**config.mk**
```make
export PLATFORM = sky130hd
export DESIGN_NAME = asr_regs
export DESIGN_NICKNAME = d
export VERILOG_FILES = /design/src/verilog/asr_pkg.sv /design/src/verilog/asr_regs.sv /design/src/verilog/asr_ref_path.sv
export SDC_FILE = /design/constraint.sdc
export NUM_CORES = 1
export LEC_CHECK = 0
export BUFFER_PORTS_ARGS = -buffer_cell sky130_fd_sc_hd__buf_2
export CORE_MARGIN = 5
export CORE_UTILIZATION = 54
export DETAILED_ROUTE_END_ITERATION = 7
export GPL_ROUTABILITY_DRIVEN = 0
export PLACE_DENSITY = 0.84
export SYNTH_ARGS = -nofsm -noshare
export SYNTH_HDL_FRONTEND = slang
export SYNTH_SLANG_ARGS = --single-unit
export TNS_END_PERCENT = 10
```
**constraint.sdc**
```tcl
create_clock -name mclk -period 2.3 [get_ports mclk]
set_clock_uncertainty 0.15 [all_clocks]
set_input_delay 0.575 -clock mclk [delete_from_list [all_inputs] [get_ports mclk]]
set_output_delay 0.575 -clock mclk [all_outputs]
set_load 0.03 [all_outputs]
```
**src/verilog/asr_pkg.sv**
```systemverilog
// Notes on behaviour
// - two fixed read-only identity words, writes ignored
// - hold clear: streaming address steps by ascend
// - hold set: streaming address stays constant
// - processor enable bit 6 gates aligned reference events, not the timestamp
// - receiver enable bit 5, off after reset
// - delay select bits 3:0 drive capture delay
// - reference on sample lsb when both stamps enabled
// - reference timestamp only with decimation one
// - bits 2,1 select dc pecl clock, reference
// - control b bit 0 inverts reference
// - ascend bit: 0 decrements, 1 increments, default 1
// - 24-bit edge position status readable
package asr_pkg;
  localparam int          ADDR_W        = 15;
  localparam logic [14:0] ADDR_CONFIG   = 15'h0000;
  localparam logic [14:0] ADDR_PROD_LO  = 15'h0004;
  localparam logic [14:0] ADDR_PROD_HI  = 15'h0005;
  localparam logic [14:0] ADDR_MAKER_LO = 15'h000c;
  localparam logic [14:0] ADDR_MAKER_HI = 15'h000d;
  localparam logic [14:0] ADDR_USER_CFG = 15'h0010;
  localparam logic [14:0] ADDR_CTRL_A   = 15'h0029;
  localparam logic [14:0] ADDR_CTRL_B   = 15'h002a;
  localparam logic [14:0] ADDR_POS_0    = 15'h002c;
  localparam logic [14:0] ADDR_POS_1    = 15'h002d;
  localparam logic [14:0] ADDR_POS_2    = 15'h002e;
  localparam logic [7:0]  CONFIG_RESET  = 8'h20;
  localparam logic [7:0]  CONFIG_WMASK  = 8'h6f;
  localparam logic [7:0]  CONFIG_RO_SET = 8'h10;
  localparam logic [7:0]  USER_RESET    = 8'h00;
  localparam logic [7:0]  CTRL_A_RESET  = 8'h00;
  localparam logic [7:0]  CTRL_B_RESET  = 8'h00;
  localparam int          BIT_ASCEND    = 5;
  localparam int          BIT_HOLD      = 0;
  localparam int          BIT_PROC_EN   = 6;
  localparam int          BIT_RECV_EN   = 5;
  localparam int          BIT_ZOOM      = 4;
  localparam int          BIT_TS_EN     = 3;
  localparam int          BIT_CLK_PECL  = 2;
  localparam int          BIT_REF_PECL  = 1;
  localparam int          BIT_INVERT    = 0;
  localparam logic [3:0]  HDR_LAST      = 4'hf;
  localparam logic [3:0]  BYTE_LAST     = 4'h7;
endpackage

```
**src/verilog/asr_regs.sv**
```systemverilog
`timescale 1ns/1ps
module asr_regs #(
  parameter logic [15:0] PRODUCT_CODE = 16'h5a01, // arbitrary value
  parameter logic [15:0] MAKER_CODE   = 16'h7e33  // arbitrary value
) (
  input  wire logic        mclk,
  input  wire logic        rst_n,
  input  wire logic        ce,
  input  wire logic        sclk,
  input  wire logic        csb_n,
  input  wire logic        sdi,
  output logic             sdo,
  output logic             sdo_oe,
  input  wire logic        ref_in,
  input  wire logic [23:0] ref_edge_position_status,
  input  wire logic        timestamp_output_enable,
  input  wire logic        decimation_is_one,
  output logic             ref_receiver_enable,
  output logic             ref_processor_enable,
  output logic             ref_window_fine_steps,
  output logic [3:0]       ref_delay_select,
  output logic             device_clock_dc_pecl_mode,
  output logic             ref_input_dc_pecl_mode,
  output logic             ref_polarity_invert,
  output logic             ref_aligned,
  output logic             ref_timestamp_lsb
);
  logic        rst_meta_reg;
  logic        rst_s_n;
  logic        sclk_reg;
  logic        hdr_reg;
  logic        rw_reg;
  logic        fresh_reg;
  logic [3:0]  cnt_reg;
  logic [15:0] shift_reg;
  logic [7:0]  sdo_sh_reg;
  logic [14:0] addr_reg;
  logic [7:0]  config_reg;
  logic [7:0]  user_cfg_reg;
  logic [7:0]  ctrl_a_reg;
  logic [7:0]  ctrl_b_reg;
  logic        sdo_oe_reg;
  logic        sdo_reg;
  logic        rise;
  logic        fall;
  logic        hdr_end;
  logic        byte_end;
  logic        wr_stb;
  logic [7:0]  wdata;
  logic [14:0] hdr_addr;
  logic [14:0] addr_next;
  logic [7:0]  rd_byte;
  logic        hold;
  logic        ascend;

  always_ff @(posedge mclk or negedge rst_n) begin
    if (!rst_n) begin
      rst_meta_reg <= 1'b0;
      rst_s_n      <= 1'b0;
    end else begin
      rst_meta_reg <= 1'b1;
      rst_s_n      <= rst_meta_reg;
    end
  end

  // sclk is synchronous to mclk, so a registered copy suffices for edges
  assign rise     = !csb_n & sclk & !sclk_reg;
  assign fall     = !csb_n & !sclk & sclk_reg;
  assign hdr_end  = rise & !hdr_reg & (cnt_reg == asr_pkg::HDR_LAST);
  assign byte_end = rise & hdr_reg & (cnt_reg == asr_pkg::BYTE_LAST);
  assign hdr_addr = {shift_reg[13:0], sdi};
  assign wdata    = {shift_reg[6:0], sdi};
  assign wr_stb   = byte_end & !rw_reg;
  assign hold     = user_cfg_reg[asr_pkg::BIT_HOLD];
  assign ascend   = config_reg[asr_pkg::BIT_ASCEND];
  assign addr_next = hold ? addr_reg :
                     ascend ? addr_reg + 15'h0001 :
                     addr_reg - 15'h0001;

  // identity words come from constants, never from storage
  assign rd_byte =
    (addr_reg == asr_pkg::ADDR_CONFIG)   ?
      (config_reg | asr_pkg::CONFIG_RO_SET) :
    (addr_reg == asr_pkg::ADDR_PROD_LO)  ? PRODUCT_CODE[7:0] :
    (addr_reg == asr_pkg::ADDR_PROD_HI)  ? PRODUCT_CODE[15:8] :
    (addr_reg == asr_pkg::ADDR_MAKER_LO) ? MAKER_CODE[7:0] :
    (addr_reg == asr_pkg::ADDR_MAKER_HI) ? MAKER_CODE[15:8] :
    (addr_reg == asr_pkg::ADDR_USER_CFG) ? user_cfg_reg :
    (addr_reg == asr_pkg::ADDR_CTRL_A)   ? ctrl_a_reg :
    (addr_reg == asr_pkg::ADDR_CTRL_B)   ? ctrl_b_reg :
    (addr_reg == asr_pkg::ADDR_POS_0)    ?
      ref_edge_position_status[7:0] :
    (addr_reg == asr_pkg::ADDR_POS_1)    ?
      ref_edge_position_status[15:8] :
    (addr_reg == asr_pkg::ADDR_POS_2)    ?
      ref_edge_position_status[23:16] :
    8'h00;

  always_ff @(posedge mclk or negedge rst_s_n) begin
    if (!rst_s_n) begin
      sclk_reg  <= 1'b0;
      hdr_reg   <= 1'b0;
      rw_reg    <= 1'b0;
      fresh_reg <= 1'b0;
      cnt_reg   <= 4'h0;
      shift_reg <= 16'h0000;
      addr_reg  <= 15'h0000;
    end else if (ce) begin
      sclk_reg <= sclk;
      if (csb_n) begin
        hdr_reg   <= 1'b0;
        cnt_reg   <= 4'h0;
        fresh_reg <= 1'b0;
      end else if (rise) begin
        shift_reg <= {shift_reg[14:0], sdi};
        cnt_reg   <= (hdr_end | byte_end) ? 4'h0 : cnt_reg + 4'h1;
        if (hdr_end) begin
          hdr_reg   <= 1'b1;
          rw_reg    <= shift_reg[14];
          addr_reg  <= hdr_addr;
          fresh_reg <= 1'b1;
        end else if (byte_end) begin
          addr_reg  <= addr_next;
          fresh_reg <= 1'b1;
        end
      end else if (fall) begin
        fresh_reg <= 1'b0;
      end
    end
  end

  // read data shifts out msb first on falling edges
  always_ff @(posedge mclk or negedge rst_s_n) begin
    if (!rst_s_n) begin
      sdo_sh_reg <= 8'h00;
      sdo_reg    <= 1'b0;
      sdo_oe_reg <= 1'b0;
    end else if (ce) begin
      sdo_oe_reg <= !csb_n & hdr_reg & rw_reg;
      if (fall && fresh_reg) begin
        sdo_reg    <= rd_byte[7];
        sdo_sh_reg <= {rd_byte[6:0], 1'b0};
      end else if (fall) begin
        sdo_reg    <= sdo_sh_reg[7];
        sdo_sh_reg <= {sdo_sh_reg[6:0], 1'b0};
      end
    end
  end

  // reserved bits are stored as written but steer nothing, except config bits 7 and 4, which CONFIG_WMASK clears
  always_ff @(posedge mclk or negedge rst_s_n) begin
    if (!rst_s_n) begin
      config_reg   <= asr_pkg::CONFIG_RESET;
      user_cfg_reg <= asr_pkg::USER_RESET;
      ctrl_a_reg   <= asr_pkg::CTRL_A_RESET;
      ctrl_b_reg   <= asr_pkg::CTRL_B_RESET;
    end else if (ce && wr_stb) begin
      if (addr_reg == asr_pkg::ADDR_CONFIG)
        config_reg <= wdata & asr_pkg::CONFIG_WMASK;
      if (addr_reg == asr_pkg::ADDR_USER_CFG)
        user_cfg_reg <= wdata;
      if (addr_reg == asr_pkg::ADDR_CTRL_A)
        ctrl_a_reg <= wdata;
      if (addr_reg == asr_pkg::ADDR_CTRL_B)
        ctrl_b_reg <= wdata;
    end
  end

  // the host must set the receiver before the processor; no interlock here
  assign sdo                       = sdo_reg;
  assign sdo_oe                    = sdo_oe_reg;
  assign ref_receiver_enable       = ctrl_a_reg[asr_pkg::BIT_RECV_EN];
  assign ref_processor_enable      = ctrl_a_reg[asr_pkg::BIT_PROC_EN];
  assign ref_window_fine_steps     = ctrl_a_reg[asr_pkg::BIT_ZOOM];
  assign ref_delay_select          = ctrl_a_reg[3:0];
  assign device_clock_dc_pecl_mode = ctrl_b_reg[asr_pkg::BIT_CLK_PECL];
  assign ref_input_dc_pecl_mode    = ctrl_b_reg[asr_pkg::BIT_REF_PECL];
  assign ref_polarity_invert       = ctrl_b_reg[asr_pkg::BIT_INVERT];

  asr_ref_path u_ref (
    .mclk        (mclk),
    .rst_s_n     (rst_s_n),
    .ce          (ce),
    .ref_in      (ref_in),
    .recv_en     (ctrl_a_reg[asr_pkg::BIT_RECV_EN]),
    .proc_en     (ctrl_a_reg[asr_pkg::BIT_PROC_EN]),
    .invert      (ctrl_b_reg[asr_pkg::BIT_INVERT]),
    .ts_en       (ctrl_b_reg[asr_pkg::BIT_TS_EN]),
    .ts_global   (timestamp_output_enable),
    .decim_one   (decimation_is_one),
    .ref_aligned (ref_aligned),
    .ref_ts_lsb  (ref_timestamp_lsb)
  );

  // the maker low identity byte is checked at the pin, msb only, past the serializer
  id_fixed_a: assert property (@(posedge mclk) disable iff (!rst_s_n)
    ce && fall && fresh_reg && addr_reg == asr_pkg::ADDR_MAKER_LO
      |=> sdo == MAKER_CODE[7])
    else $error("maker identity not fixed");
  hold_addr_a: assert property (@(posedge mclk) disable iff (!rst_s_n)
    ce && byte_end && hold |=> addr_reg == $past(addr_reg))
    else $error("address moved while held");
  ascend_step_a: assert property (
    @(posedge mclk) disable iff (!rst_s_n)
    ce && byte_end && !hold && ascend
      |=> addr_reg == $past(addr_reg) + 15'h0001)
    else $error("address did not increment");
  descend_step_a: assert property (
    @(posedge mclk) disable iff (!rst_s_n)
    ce && byte_end && !hold && !ascend
      |=> addr_reg == $past(addr_reg) - 15'h0001)
    else $error("address did not decrement");
  ctrl_write_a: assert property (
    @(posedge mclk) disable iff (!rst_s_n)
    ce && wr_stb && addr_reg == asr_pkg::ADDR_CTRL_A
      |=> ref_delay_select == $past(wdata[3:0]))
    else $error("delay select not written");
  sdo_idle_a: assert property (@(posedge mclk) disable iff (!rst_s_n)
    ce && csb_n |=> !sdo_oe)
    else $error("sdo driven while deselected");
  pos_read_a: assert property (@(posedge mclk) disable iff (!rst_s_n)
    ce && fall && fresh_reg && addr_reg == asr_pkg::ADDR_POS_2
      |=> sdo == $past(ref_edge_position_status[23]))
    else $error("position status not readable");
  zoom_map_a: assert property (@(posedge mclk) disable iff (!rst_s_n)
    ce && wr_stb && addr_reg == asr_pkg::ADDR_CTRL_A
      |=> ref_window_fine_steps == $past(wdata[4])
          && ref_processor_enable == $past(wdata[6]))
    else $error("control a bit mapping wrong");
  invert_write_a: assert property (
    @(posedge mclk) disable iff (!rst_s_n)
    ce && wr_stb && addr_reg == asr_pkg::ADDR_CTRL_B
      |=> ref_polarity_invert == $past(wdata[0]))
    else $error("polarity invert not written");
  pecl_write_a: assert property (
    @(posedge mclk) disable iff (!rst_s_n)
    ce && wr_stb && addr_reg == asr_pkg::ADDR_CTRL_B
      |=> device_clock_dc_pecl_mode == $past(wdata[2])
          && ref_input_dc_pecl_mode == $past(wdata[1]))
    else $error("pecl mode bits not written");
endmodule // asr_regs

```
**src/verilog/asr_ref_path.sv**
```systemverilog
`timescale 1ns/1ps
module asr_ref_path (
  input  wire logic mclk,
  input  wire logic rst_s_n,
  input  wire logic ce,
  input  wire logic ref_in,
  input  wire logic recv_en,
  input  wire logic proc_en,
  input  wire logic invert,
  input  wire logic ts_en,
  input  wire logic ts_global,
  input  wire logic decim_one,
  output logic      ref_aligned,
  output logic      ref_ts_lsb
);
  logic ref_pol;
  logic aligned_next;
  logic ts_next;

  assign ref_pol      = ref_in ^ invert;
  // receiver off means no reference reaches either path
  assign aligned_next = recv_en & proc_en & ref_pol;
  assign ts_next      = recv_en & ts_en & ts_global
                      & decim_one & ref_pol;

  always_ff @(posedge mclk or negedge rst_s_n) begin
    if (!rst_s_n) begin
      ref_aligned <= 1'b0;
      ref_ts_lsb  <= 1'b0;
    end else if (ce) begin
      ref_aligned <= aligned_next;
      ref_ts_lsb  <= ts_next;
    end
  end

  proc_gate_a: assert property (@(posedge mclk) disable iff (!rst_s_n)
    ce && !proc_en |=> !ref_aligned)
    else $error("reference passed with processor disabled");
  invert_path_a: assert property (
    @(posedge mclk) disable iff (!rst_s_n)
    ce && recv_en && proc_en |=> ref_aligned == $past(ref_in ^ invert))
    else $error("aligned reference polarity wrong");
  ts_decim_a: assert property (@(posedge mclk) disable iff (!rst_s_n)
    ce && !decim_one |=> !ref_ts_lsb)
    else $error("reference timestamp outside decimation one");
endmodule // asr_ref_path

```
* Yosys cells after proc, flatten, opt, wreduce, memory -nomap -nowiden *
Cells that the tools add are included.

storage, ports and cells
  bits in registers = 82
  bits of input ports = 33
  output and inout bits = 14
  logic and storage cells = 109

operators by class
  $add $sub $neg = 3
  equal/unequal tests = 14
  muxes and demuxes = 30
  bitwise operators = 20
  reduce and logical (&&, ||, !) cells = 24

operators by type and width
  operator                                               number
  2-to-1 mux 8 bit                                       13
  == test 15 x 6 -> 1 bit, second input constant         5
  2-to-1 mux 15 bit                                      4
  == test 15 x 3 -> 1 bit, second input constant         2
  == test 15 x 4 -> 1 bit, second input constant         2
  AND 1 bit                                              17
  adder 15 x 1 -> 15 bit, second input constant          1
  == test 15 x 5 -> 1 bit, second input constant         1
  zero test 15 bit                                       1
  subtractor 15 x 1 -> 15 bit, second input constant     1
  2-to-1 mux 4 bit                                       3
  AND reduction 2 bit                                    6
  2-to-1 mux 1 bit                                       10
  AND reduction 3 bit                                    3
  nonzero test 2 bit                                     4
  zero test 1 bit                                        5
  AND reduction 5 bit                                    1
  adder 4 x 1 -> 4 bit, second input constant            1
  == test 4 x 3 -> 1 bit, second input constant          1
  == test 4 bit, second input constant                   1
  inequality test 4 x 2 -> 1 bit, second input constant  1
  AND reduction 4 bit                                    1
  nonzero test 3 bit                                     1
  logical AND 1 bit                                      2
  other kinds (4)                                        4

* Depth between registers and ports, before layout *
Gate-level depths: netlist (run 1).

  depth in word-level cells = 13
  mapped depth = 8
  gate-level depth less buffers = 8

* Hierarchy *
From an unflattened synthesis (run 1), not the netlist that was laid out.

unflattened totals
  cell total of the unflattened synthesis = 450
  area total of the unflattened synthesis = 4615.7 um^2

modules (own cells, without submodules)
  module        times used  cells an instance  area each (um^2)  seq. area each (um^2)
  asr_regs      1           442                4516.8            1978.1
  asr_ref_path  1           8                  98.8              50.0

* Worst setup path before layout (run 1) *
Ideal clock, no wire load.

  path kind = register to register
  start = reg config_reg[5]
  end = reg addr_reg[8]
  library setup time = 119 ps
  arrival time = 2253 ps
  required time = 2031 ps
  path slack = -222 ps
  stages on the path, launching flop included = 9
  path buffers = 0
  period minus slack after synthesis = 2522 ps
  cell sequence = dfstp_2 inv_1 fa_1 a211oi_1 o21ai_0 a21o_1 a211oi_1 o311ai_0 o21a_1

on the way
  longest elaborated chain between the ends = 4

ends and longest elaborated chain
  what                    RTL line         RTL
  from (decl)             asr_regs.sv:38   logic [7:0] config_reg;
  from (signal assigned)  asr_regs.sv:153  config_reg <= asr_pkg::CONFIG_RESET;
  from (signal assigned)  asr_regs.sv:159  config_reg <= wdata & asr_pkg::CONFIG_WMASK;
  2-to-1 mux 15 bit       asr_regs.sv:77   ascend ? addr_reg + 15'h0001 :
  2-to-1 mux 15 bit       asr_regs.sv:76   assign addr_next = hold ? addr_reg :
  2-to-1 mux 15 bit       asr_regs.sv:122  end else if (byte_end) begin
  2-to-1 mux 15 bit       asr_regs.sv:117  if (hdr_end) begin
  to (signal assigned)    asr_regs.sv:120  addr_reg <= hdr_addr;
  to (signal assigned)    asr_regs.sv:123  addr_reg <= addr_next;
  to (decl)               asr_regs.sv:37   logic [14:0] addr_reg;

No other way between the ends. The select of a mux whose other input is x is not followed.
A chain may end at the register's enable or synchronous reset.

* Worst setup path after layout (run 1) *
  start = reg config_reg[5]
  end = reg addr_reg[13]

The elaborated chain is that of the path after synthesis.

==> qor.txt, run 1 <==
Status: finished, violations left
Failing checks: negative setup slack
Reg2Reg Launch Point: config_reg[5]
GR Overflow Total: 0
CTS tree: done
Async SR Flop Fraction: 100%
Synth top area share: 42.5%
Num CTS Buffers: 9
Critical Path Stages: 9
Final worst-path cycle share: 102%
Max-slew violations: 0
Area occupied by multi-input gates: 2700 um^2
EDFF count, synth: 0
Critical path fanouts, max: 5
Slew @ Worst Pin: 524 ps
Max_slew headroom: 64.7%
Layout filler cell count: 615
Final total power: 0.00324 W
HP Class: reg -> async
Total number of vias: 4,167
CP required: 2410 ps
DR pass1 iterations: 5
Antenna violations before repair: 0
WL final: 13.1 mm
First-pass GRT wire length: 21.3 mm
Max Fclk: 427 MHz
CP Cell Sequence: inv_4 > buf_4 > ha_1 > a21oi_2 > nand4b_1 > a211oi_2 > nor3_4 > mux2i_1 > nor2_1
Mapped Cells: 449
Skew-Pair Late Insertion Delay: 370 ps
Vias per cell: 6.29
CORE AREA: 8590 um^2
WL/cell: 19.8 um
Synthesized cell area: 4710 um^2
Final worst slack: -44.2 ps
Number of placed I/O pins: 47
Die Ht: 103 um
H-tree levels: 3
Total track usage: 25.9%
Area after DPL: 5460 um^2
Worst path slowest cell: dfstp_2
Ant diodes: 0
Post-route antenna net violation count: 0
RR Endpoint: addr_reg[13]
Crit path time final: 2340 ps
Die area: 10,700 um^2
Setup CP Type: reg -> reg
Hold Vio Cnt, Final: 0
Family with the most delay on the worst path: flip-flops
Setup bufs post-CTS: 0
DRC: 0
Final Hold Slack: 159 ps
Mapped Nets: 497
MaxCap Viol Count: 0
Setup violations, final: 4
Syn Area/Cell: 10.5 um^2
Dominant cell type by area after synthesis: dfrtp_1
FF-to-FF path depth: 9
Sequential area share after synthesis: 43.1%
Clk root buf: clkbuf_8
RSZ-0062 raised after global routing: true
Die width: 103 um
Synth area leaders: dfrtp_1 (43%), mux2_2 (9.6%), ha_1 (3.7%), o21ai_0 (3.1%), a21oi_1 (2.6%)
Most common cell in the netlist: dfrtp_1
Synth Register Bits: 81
PwrDens: 554 nW/um^2
Syn. warnings: 0
Finished Cell Area: 5850 um^2
Leakage Power: 2.63 nW
CP Launch Type: flop
WP data arrival: 2460 ps
Clock sink count: 81
Buffers on Ports: 46
Max clock buf depth: 2
CP endpoint kind: flop
Setup tns final: -110 ps
Hpwl dp: 9.43 mm
Layout cells sized above 1: 39.4%
Register Area: 2030 um^2
WP buf/inv: 2
Vias in the first global route: 4,295
Initial core utilization: 54.8%
Clock Pin Slew Worst Setup and Hold Paths: 90 ps
Reg2Reg Setup Slack: -40 ps
Largest stage delay, worst path: 570 ps
Final nets: 597
Commonest cells in the netlist: dfrtp_1 (80), mux2_2 (40), nand2_1 (32), o21ai_0 (29), a21oi_1 (24)
Count of cell types in the netlist: 72
Row Count: 34
Worst vdd rail ir drop: 0.000457 V
Final Util: 68.1%
Syn-to-layout area delta: 24.3%
Starting DRT DRC Count: 336
Post-synth top flop: dfrtp_1
Largest net degree at the start of global routing: 38
-- worst max path at each step --
stage / start / end
6_report: config_reg[5] / addr_reg[13]
5_1_grt: config_reg[5] / addr_reg[11]
4_1_cts: config_reg[5] / addr_reg[12]
3_5_place_dp: config_reg[5] / addr_reg[9]
3_3_place_gp: config_reg[5] / addr_reg[11]
2_1_floorplan: config_reg[5] / addr_reg[8]
-- final cells by class --
type	instances	share of cell area, %
Clock buffer	10	2.35
Clock inverter	6	0.983
Inverter	13	0.876
Multi-Input combinational cell	336	46.1
Sequential cell	81	34.7
Tap cell	108	2.31
Timing Repair Buffer	108	12.6
-- cell usage in the layout (no fill, tap or decap), drive strengths merged, types with 11 or more instances in the layout --
cell and n:
a21oi 24, dfrtp 80, ha 14, nor3 14, mux2 48, buf 107
o21ai 30, a31oi 11, nand2 35, nor2 18, inv 17
-- timing repair --
item | CTS | global route
endpoints found under the hold margin | 2 | 0
setup endpoints to repair | 9 | 41
pin swaps | 7 | 17
resized for setup | 21 | 21
hold buffers | 1 | 0
-- kinds of logic (layout without fill, tap and decap cells) --
family | count (synthesis) | in the layout | synth area share [%]
AOI/OAI and AO/OA | 128 | 128 | 18.0
other | 1 | 1 | 0.0796
xor gates and xnor gates | 10 | 10 | 1.86
buffers and inverters | 32 | 137 | 3.48
and+or+nand+nor | 130 | 130 | 16.4
adders and majority gates | 15 | 15 | 4.14
muxes | 52 | 52 | 13.0
DFF | 81 | 81 | 43.1
-- per-layer routing --
metal  up-vias  global-route usage (%)  wire [um]
li1       1885                       -          -
met1      2042                    34.1       5370
met2       205                    41.3       6240
met3        35                    6.91       1150
met4         0                    9.56        328
met5         -                       0          0
-- through the flow --
stage | std cells | setup WS (ps)
after global placement | 645 | -111
after detailed placement | 645 | -202
after floorplan | 449 | -222
after CTS | 662 | -2.26
after global routing | 662 | -118
final | 662 | -44.2
-- where the power goes --
| group | internal [W] | switching, W | leakage (nW) |
|---|---|---|---|
| Sequential | 0.00153 | 0.000171 | 1.08 |
| Clock | 0.000448 | 0.000602 | 0.101 |
| Combinational | 0.000238 | 0.000255 | 1.45 |
| Total | 0.00222 | 0.00103 | 2.63 |
No activity file was read; power rests on OpenSTA's default activity.
==> inputs of run 2 (changes only) <==
==> constraint.sdc (replaced) <==
create_clock -name mclk -period 2.3 [get_ports mclk]
set_clock_uncertainty 0.15 [all_clocks]
set_input_delay 0.46 -clock mclk [delete_from_list [all_inputs] [get_ports mclk]]
set_output_delay 0.46 -clock mclk [all_outputs]
set_load 0.03 [all_outputs]
==> qor.txt, run 2 (synthesis gave the netlist of run 1 again) <==
H-tree levels: 3
DR top layer: met4
Clock Pin Slew Worst Setup and Hold Paths: 90 ps
Worst vdd rail ir drop: 0.000423 V
Most frequent cells in the layout: dfrtp_1 (78), buf_4 (49), buf_2 (46), mux2_2 (40), nand2_1 (30)
Syn-to-layout area delta: 23.7%
Met2 Routed Length: 6.38 mm
Hold Vio Cnt, Final: 0
Area after DPL: 5420 um^2
DRC: 0
Clk root buf: clkbuf_8
CP required: 2420 ps
Leakage Power: 2.61 nW
Hpwl dp: 9.67 mm
Starting DRT DRC Count: 295
Max-slew violations: 0
Num CTS Buffers: 9
Reg2Reg Launch Point: config_reg[5]
Layout cells sized above 1: 38.7%
Critical path fanouts, max: 5
Family with the most delay on the worst path: compound AO/OA/AOI/OAI gates
Worst path slowest cell: dfstp_2
HP Class: reg -> async
Failing checks: negative setup slack
Largest net degree at the start of global routing: 41
Setup CP Type: reg -> reg
Ant diodes: 0
Antenna violations before repair: 0
GR Overflow Total: 0
Final total power: 0.00321 W
RR Endpoint: addr_reg[11]
Max_slew headroom: 60.2%
Initial core utilization: 54.8%
Die area: 10,700 um^2
Die Ht: 103 um
Max clock buf depth: 2
Crit path top cell by count: a21oi_2
Slew @ Worst Pin: 591 ps
MaxCap Viol Count: 0
FF-to-FF path depth: 9
Vias in the first global route: 4,254
WL/cell: 20.3 um
Placed cells: 640
DR pass1 iterations: 5
Final worst-path cycle share: 103%
CP Launch Type: flop
Largest stage delay, worst path: 560 ps
Vias per cell: 6.38
CORE AREA: 8590 um^2
Setup violations, final: 3
Total track usage: 25.4%
Final worst slack: -60.6 ps
Max Fclk: 424 MHz
CP Cell Sequence: inv_4 > buf_4 > ha_4 > a21oi_2 > nand4b_1 > a21oi_2 > nor3_2 > o21a_1 > o31ai_2
First-pass GRT wire length: 20.9 mm
Skew-Pair Late Insertion Delay: 360 ps
Finished Layout Cells: 658
Buffers on Ports: 46
Crit path time final: 2360 ps
Number of placed I/O pins: 47
Final nets: 593
WP buf/inv: 2
Post-route antenna net violation count: 0
Clock sink count: 81
WL final: 13.3 mm
WL met3: 1.05 mm
Routed met1 length: 5.44 mm
Final Util: 67.8%
Finished Cell Area: 5830 um^2
Row Count: 34
Reg2Reg Setup Slack: -60 ps
RSZ-0062 raised after global routing: true
CP endpoint kind: flop
Status: finished, violations left
PwrDens: 551 nW/um^2
Leading cell type in the layout, fill and taps excluded: dfrtp_1
CTS tree: done
Total number of vias: 4,200
WP data arrival: 2480 ps
Die width: 103 um
[run 2: cell types whose count changed in the layout (fill, tap and decap cells not counted), sizes merged]
cell,delta
buf,-4
clkbuf,+1
clkinv,-1
clkinvlp,+1
inv,-1
[run 2: layer usage]
layer  vias to the layer above  track usage, %
met1                      2066            33.2
met4                         0            11.9
li1                       1880               -
met3                        44            4.83
met2                       210            40.9
met5                         -               0
[run 2: worst max path at each step]
stage | from | end | cells past startpoint
finish | config_reg[5] | addr_reg[11] | 9
global route | config_reg[5] | addr_reg[7] | 9
CTS | config_reg[5] | addr_reg[13] | 10
detailed placement | config_reg[5] | addr_reg[9] | 9
global placement | config_reg[5] | addr_reg[9] | 9
floorplan | config_reg[5] | addr_reg[8] | 8
[run 2: worst reg2reg max path, delay by kind of cell (launching register included)]
family	cells	cell delay [ps]
compound gates	4	680
flops	1	560
simple gates	2	430
fa+ha+maj	1	250
buf+inv	2	200
[run 2: layout make-up]
| type | instances | area (um^2) |
|---|---|---|
| multi-input cells | 336 | 2680 |
| repair buffers | 104 | 728 |
| clock inverters | 5 | 45.0 |
| flip-flops and latches | 81 | 2030 |
| fillers | 631 | 2770 |
| clock buffers | 11 | 151 |
| well taps | 108 | 135 |
| inverters | 13 | 51.3 |
[run 2: repair_timing]
action / 4_1_cts / 5_1_grt
setup endpoints to repair: 10 / 40
resized for setup: 15 / 30
hold buffers: 1 / 0
pin swaps: 5 / 18
buffers inserted: 0 / 1
hold endpoints to repair: 2 / 0
[run 2: per-stage QoR]
step	TNS (ps)	setup WS (ps)	hold WS (ps)
2_1_floorplan	-1260	-222	14.4
3_3_place_gp	-642	-107	94.6
3_5_place_dp	-1150	-204	98.3
4_1_cts	-38.8	-16.6	195
5_1_grt	-564	-147	214
6_report	-123	-60.6	170
[run 2: where the power goes]
part | internal (W) | total (W) | switching [W] | leakage, nW
clock network | 0.000469 | 0.00103 | 0.000561 | 0.0985
registers | 0.00153 | 0.00171 | 0.000178 | 1.08
logic | 0.000234 | 0.000475 | 0.000242 | 1.43
==> inputs of run 3 (changes only) <==
--- a/config.mk
+++ b/config.mk
@@ -11,6 +11,7 @@
 export DETAILED_ROUTE_END_ITERATION = 7
 export GPL_ROUTABILITY_DRIVEN = 0
 export PLACE_DENSITY = 0.84
+export SKIP_LAST_GASP = 1
 export SYNTH_ARGS = -nofsm -noshare
 export SYNTH_HDL_FRONTEND = slang
 export SYNTH_SLANG_ARGS = --single-unit
==> qor.txt, run 3 (synthesis gave the netlist of run 1 again) <==
Status: finished, violations left
Failing checks: negative setup slack
Final worst-path cycle share: 101%
Starting DRT DRC Count: 306
PwrDens: 550 nW/um^2
GR Overflow Total: 0
Largest net degree at the start of global routing: 41
Max-slew violations: 0
CP required: 2420 ps
HP Class: reg -> async
Die area: 10,700 um^2
CP endpoint kind: flop
Clk root buf: clkbuf_8
H-tree levels: 3
Syn-to-layout area delta: 24.1%
Setup tns final: -29.3 ps
Final Hold Slack: 173 ps
Family with the most delay on the worst path: compound AO/OA/AOI/OAI gates
Crit path top cell by count: a21oi_2
Worst path slowest cell: dfstp_2
Leading cell type in the layout, fill and taps excluded: dfrtp_1
WP buf/inv: 2
Max Fclk: 431 MHz
Hold Vio Cnt, Final: 0
WL/cell: 20.1 um
CP Cell Sequence: inv_4 > buf_4 > ha_4 > a21oi_2 > nand4b_1 > a21oi_2 > nor3_2 > o21a_1 > o31ai_2
Total number of vias: 4,183
Setup CP Type: reg -> reg
DR pass1 iterations: 5
Antenna violations before repair: 0
Hpwl dp: 9.67 mm
WL final: 13.2 mm
Total track usage: 25.4%
Leakage Power: 2.61 nW
Largest stage delay, worst path: 560 ps
CTS tree: done
CORE AREA: 8590 um^2
Max clock buf depth: 2
Setup violations, final: 2
Clock sink count: 81
WP data arrival: 2440 ps
Row Count: 34
MaxCap Viol Count: 0
RSZ-0062 raised after global routing: true
Final worst slack: -22.6 ps
Post-route antenna net violation count: 0
CP Launch Type: flop
Max_slew headroom: 61.4%
Initial core utilization: 54.8%
First-pass GRT wire length: 20.9 mm
DRC: 0
Vias per cell: 6.36
Buffers on Ports: 46
Ant diodes: 0
Num CTS Buffers: 9
Critical path fanouts, max: 5
Layout cells sized above 1: 39.1%
Vias in the first global route: 4,256
Skew-Pair Late Insertion Delay: 360 ps
Clock Pin Slew Worst Setup and Hold Paths: 90 ps
Final nets: 593
Most frequent cells in the layout: dfrtp_1 (78), buf_4 (50), buf_2 (46), mux2_2 (40), nand2_1 (30)
Number of placed I/O pins: 47
Crit path time final: 2320 ps
Layout filler cell count: 622
Slew @ Worst Pin: 573 ps
Post-place setup slack: -204 ps
Worst vdd rail ir drop: 0.000418 V
Die width: 103 um
Die Ht: 103 um
## run 3: cell count changes in the layout (fill, tap and decap cells not counted)
cell | before | now
a21oi_1 | 20 | 19
a21oi_2 | 3 | 4
buf_4 | 49 | 50
buf_6 | 4 | 3
ha_1 | 10 | 9
ha_4 | 3 | 4
nor3_2 | 5 | 4
nor3_4 | 2 | 3
## run 3: cell type report
type | instances | area (um^2) | area share [%]
Multi-Input combinational cell | 336 | 2710 | 46.3
Inverter | 13 | 51.3 | 0.878
Sequential cell | 81 | 2030 | 34.8
Clock buffer | 11 | 151 | 2.59
Clock inverter | 5 | 45.0 | 0.771
Tap cell | 108 | 135 | 2.31
Timing Repair Buffer | 104 | 724 | 12.4
## run 3: per-stage QoR
step                      area [um^2]  cells  utilization (%)  power (W)
after floorplan                  4710    449                -    0.00194
after global placement           5420    640             63.1    0.00212
after detailed placement         5420    640             63.1    0.00215
after CTS                        5670    657             65.9    0.00317
after global routing             5850    658             68.0    0.00335
final                            5850    658             68.0    0.00322
## run 3: metal layers
metal  vias to the layer above  part of all wire [%]  global-route usage (%)
met5                         -                     0                       0
met1                      2062                    41                    33.2
li1                       1876                     -                       -
met2                       198                    48                    40.9
met4                         0                   3.4                    11.9
met3                        47                   7.6                    4.83
## run 3: repair_timing
action | 4_1_cts | 5_1_grt
resized for setup | 14 | 33
buffers inserted | 0 | 1
pin swaps | 3 | 22
hold buffers | 1 | 0
setup endpoints to repair | 10 | 40
endpoints found under the hold margin | 2 | 0
## run 3: power breakdown
| part | leakage [nW] | internal [W] | switching (W) |
|---|---|---|---|
| registers | 1.08 | 0.00153 | 0.000179 |
| logic | 1.43 | 0.000237 | 0.000245 |
| clock network | 0.0985 | 0.000469 | 0.000558 |
## run 3: worst paths after layout
path,startpoint,end,slack [ps],cells past startpoint
worst max-delay path,config_reg[5],addr_reg[11],-20,9
worst min-delay path,rst_s_n,ctrl_b_reg[3],170,0
worst max register to register,config_reg[5],addr_reg[11],-20,9
worst min register to register,rst_s_n,ctrl_b_reg[3],170,0
max in group asynchronous,rst_s_n,addr_reg[13],1220,1
min in group mclk,rst_meta_reg,rst_s_n,220,0
## run 3: worst register-to-register path, cell delays in order (launching register included)
cell	delay [ps]
dfstp_2	560
inv_4	60
buf_4	140
ha_4	260
a21oi_2	50
nand4b_1	320
a21oi_2	270
nor3_2	80
o21a_1	180
o31ai_2	180
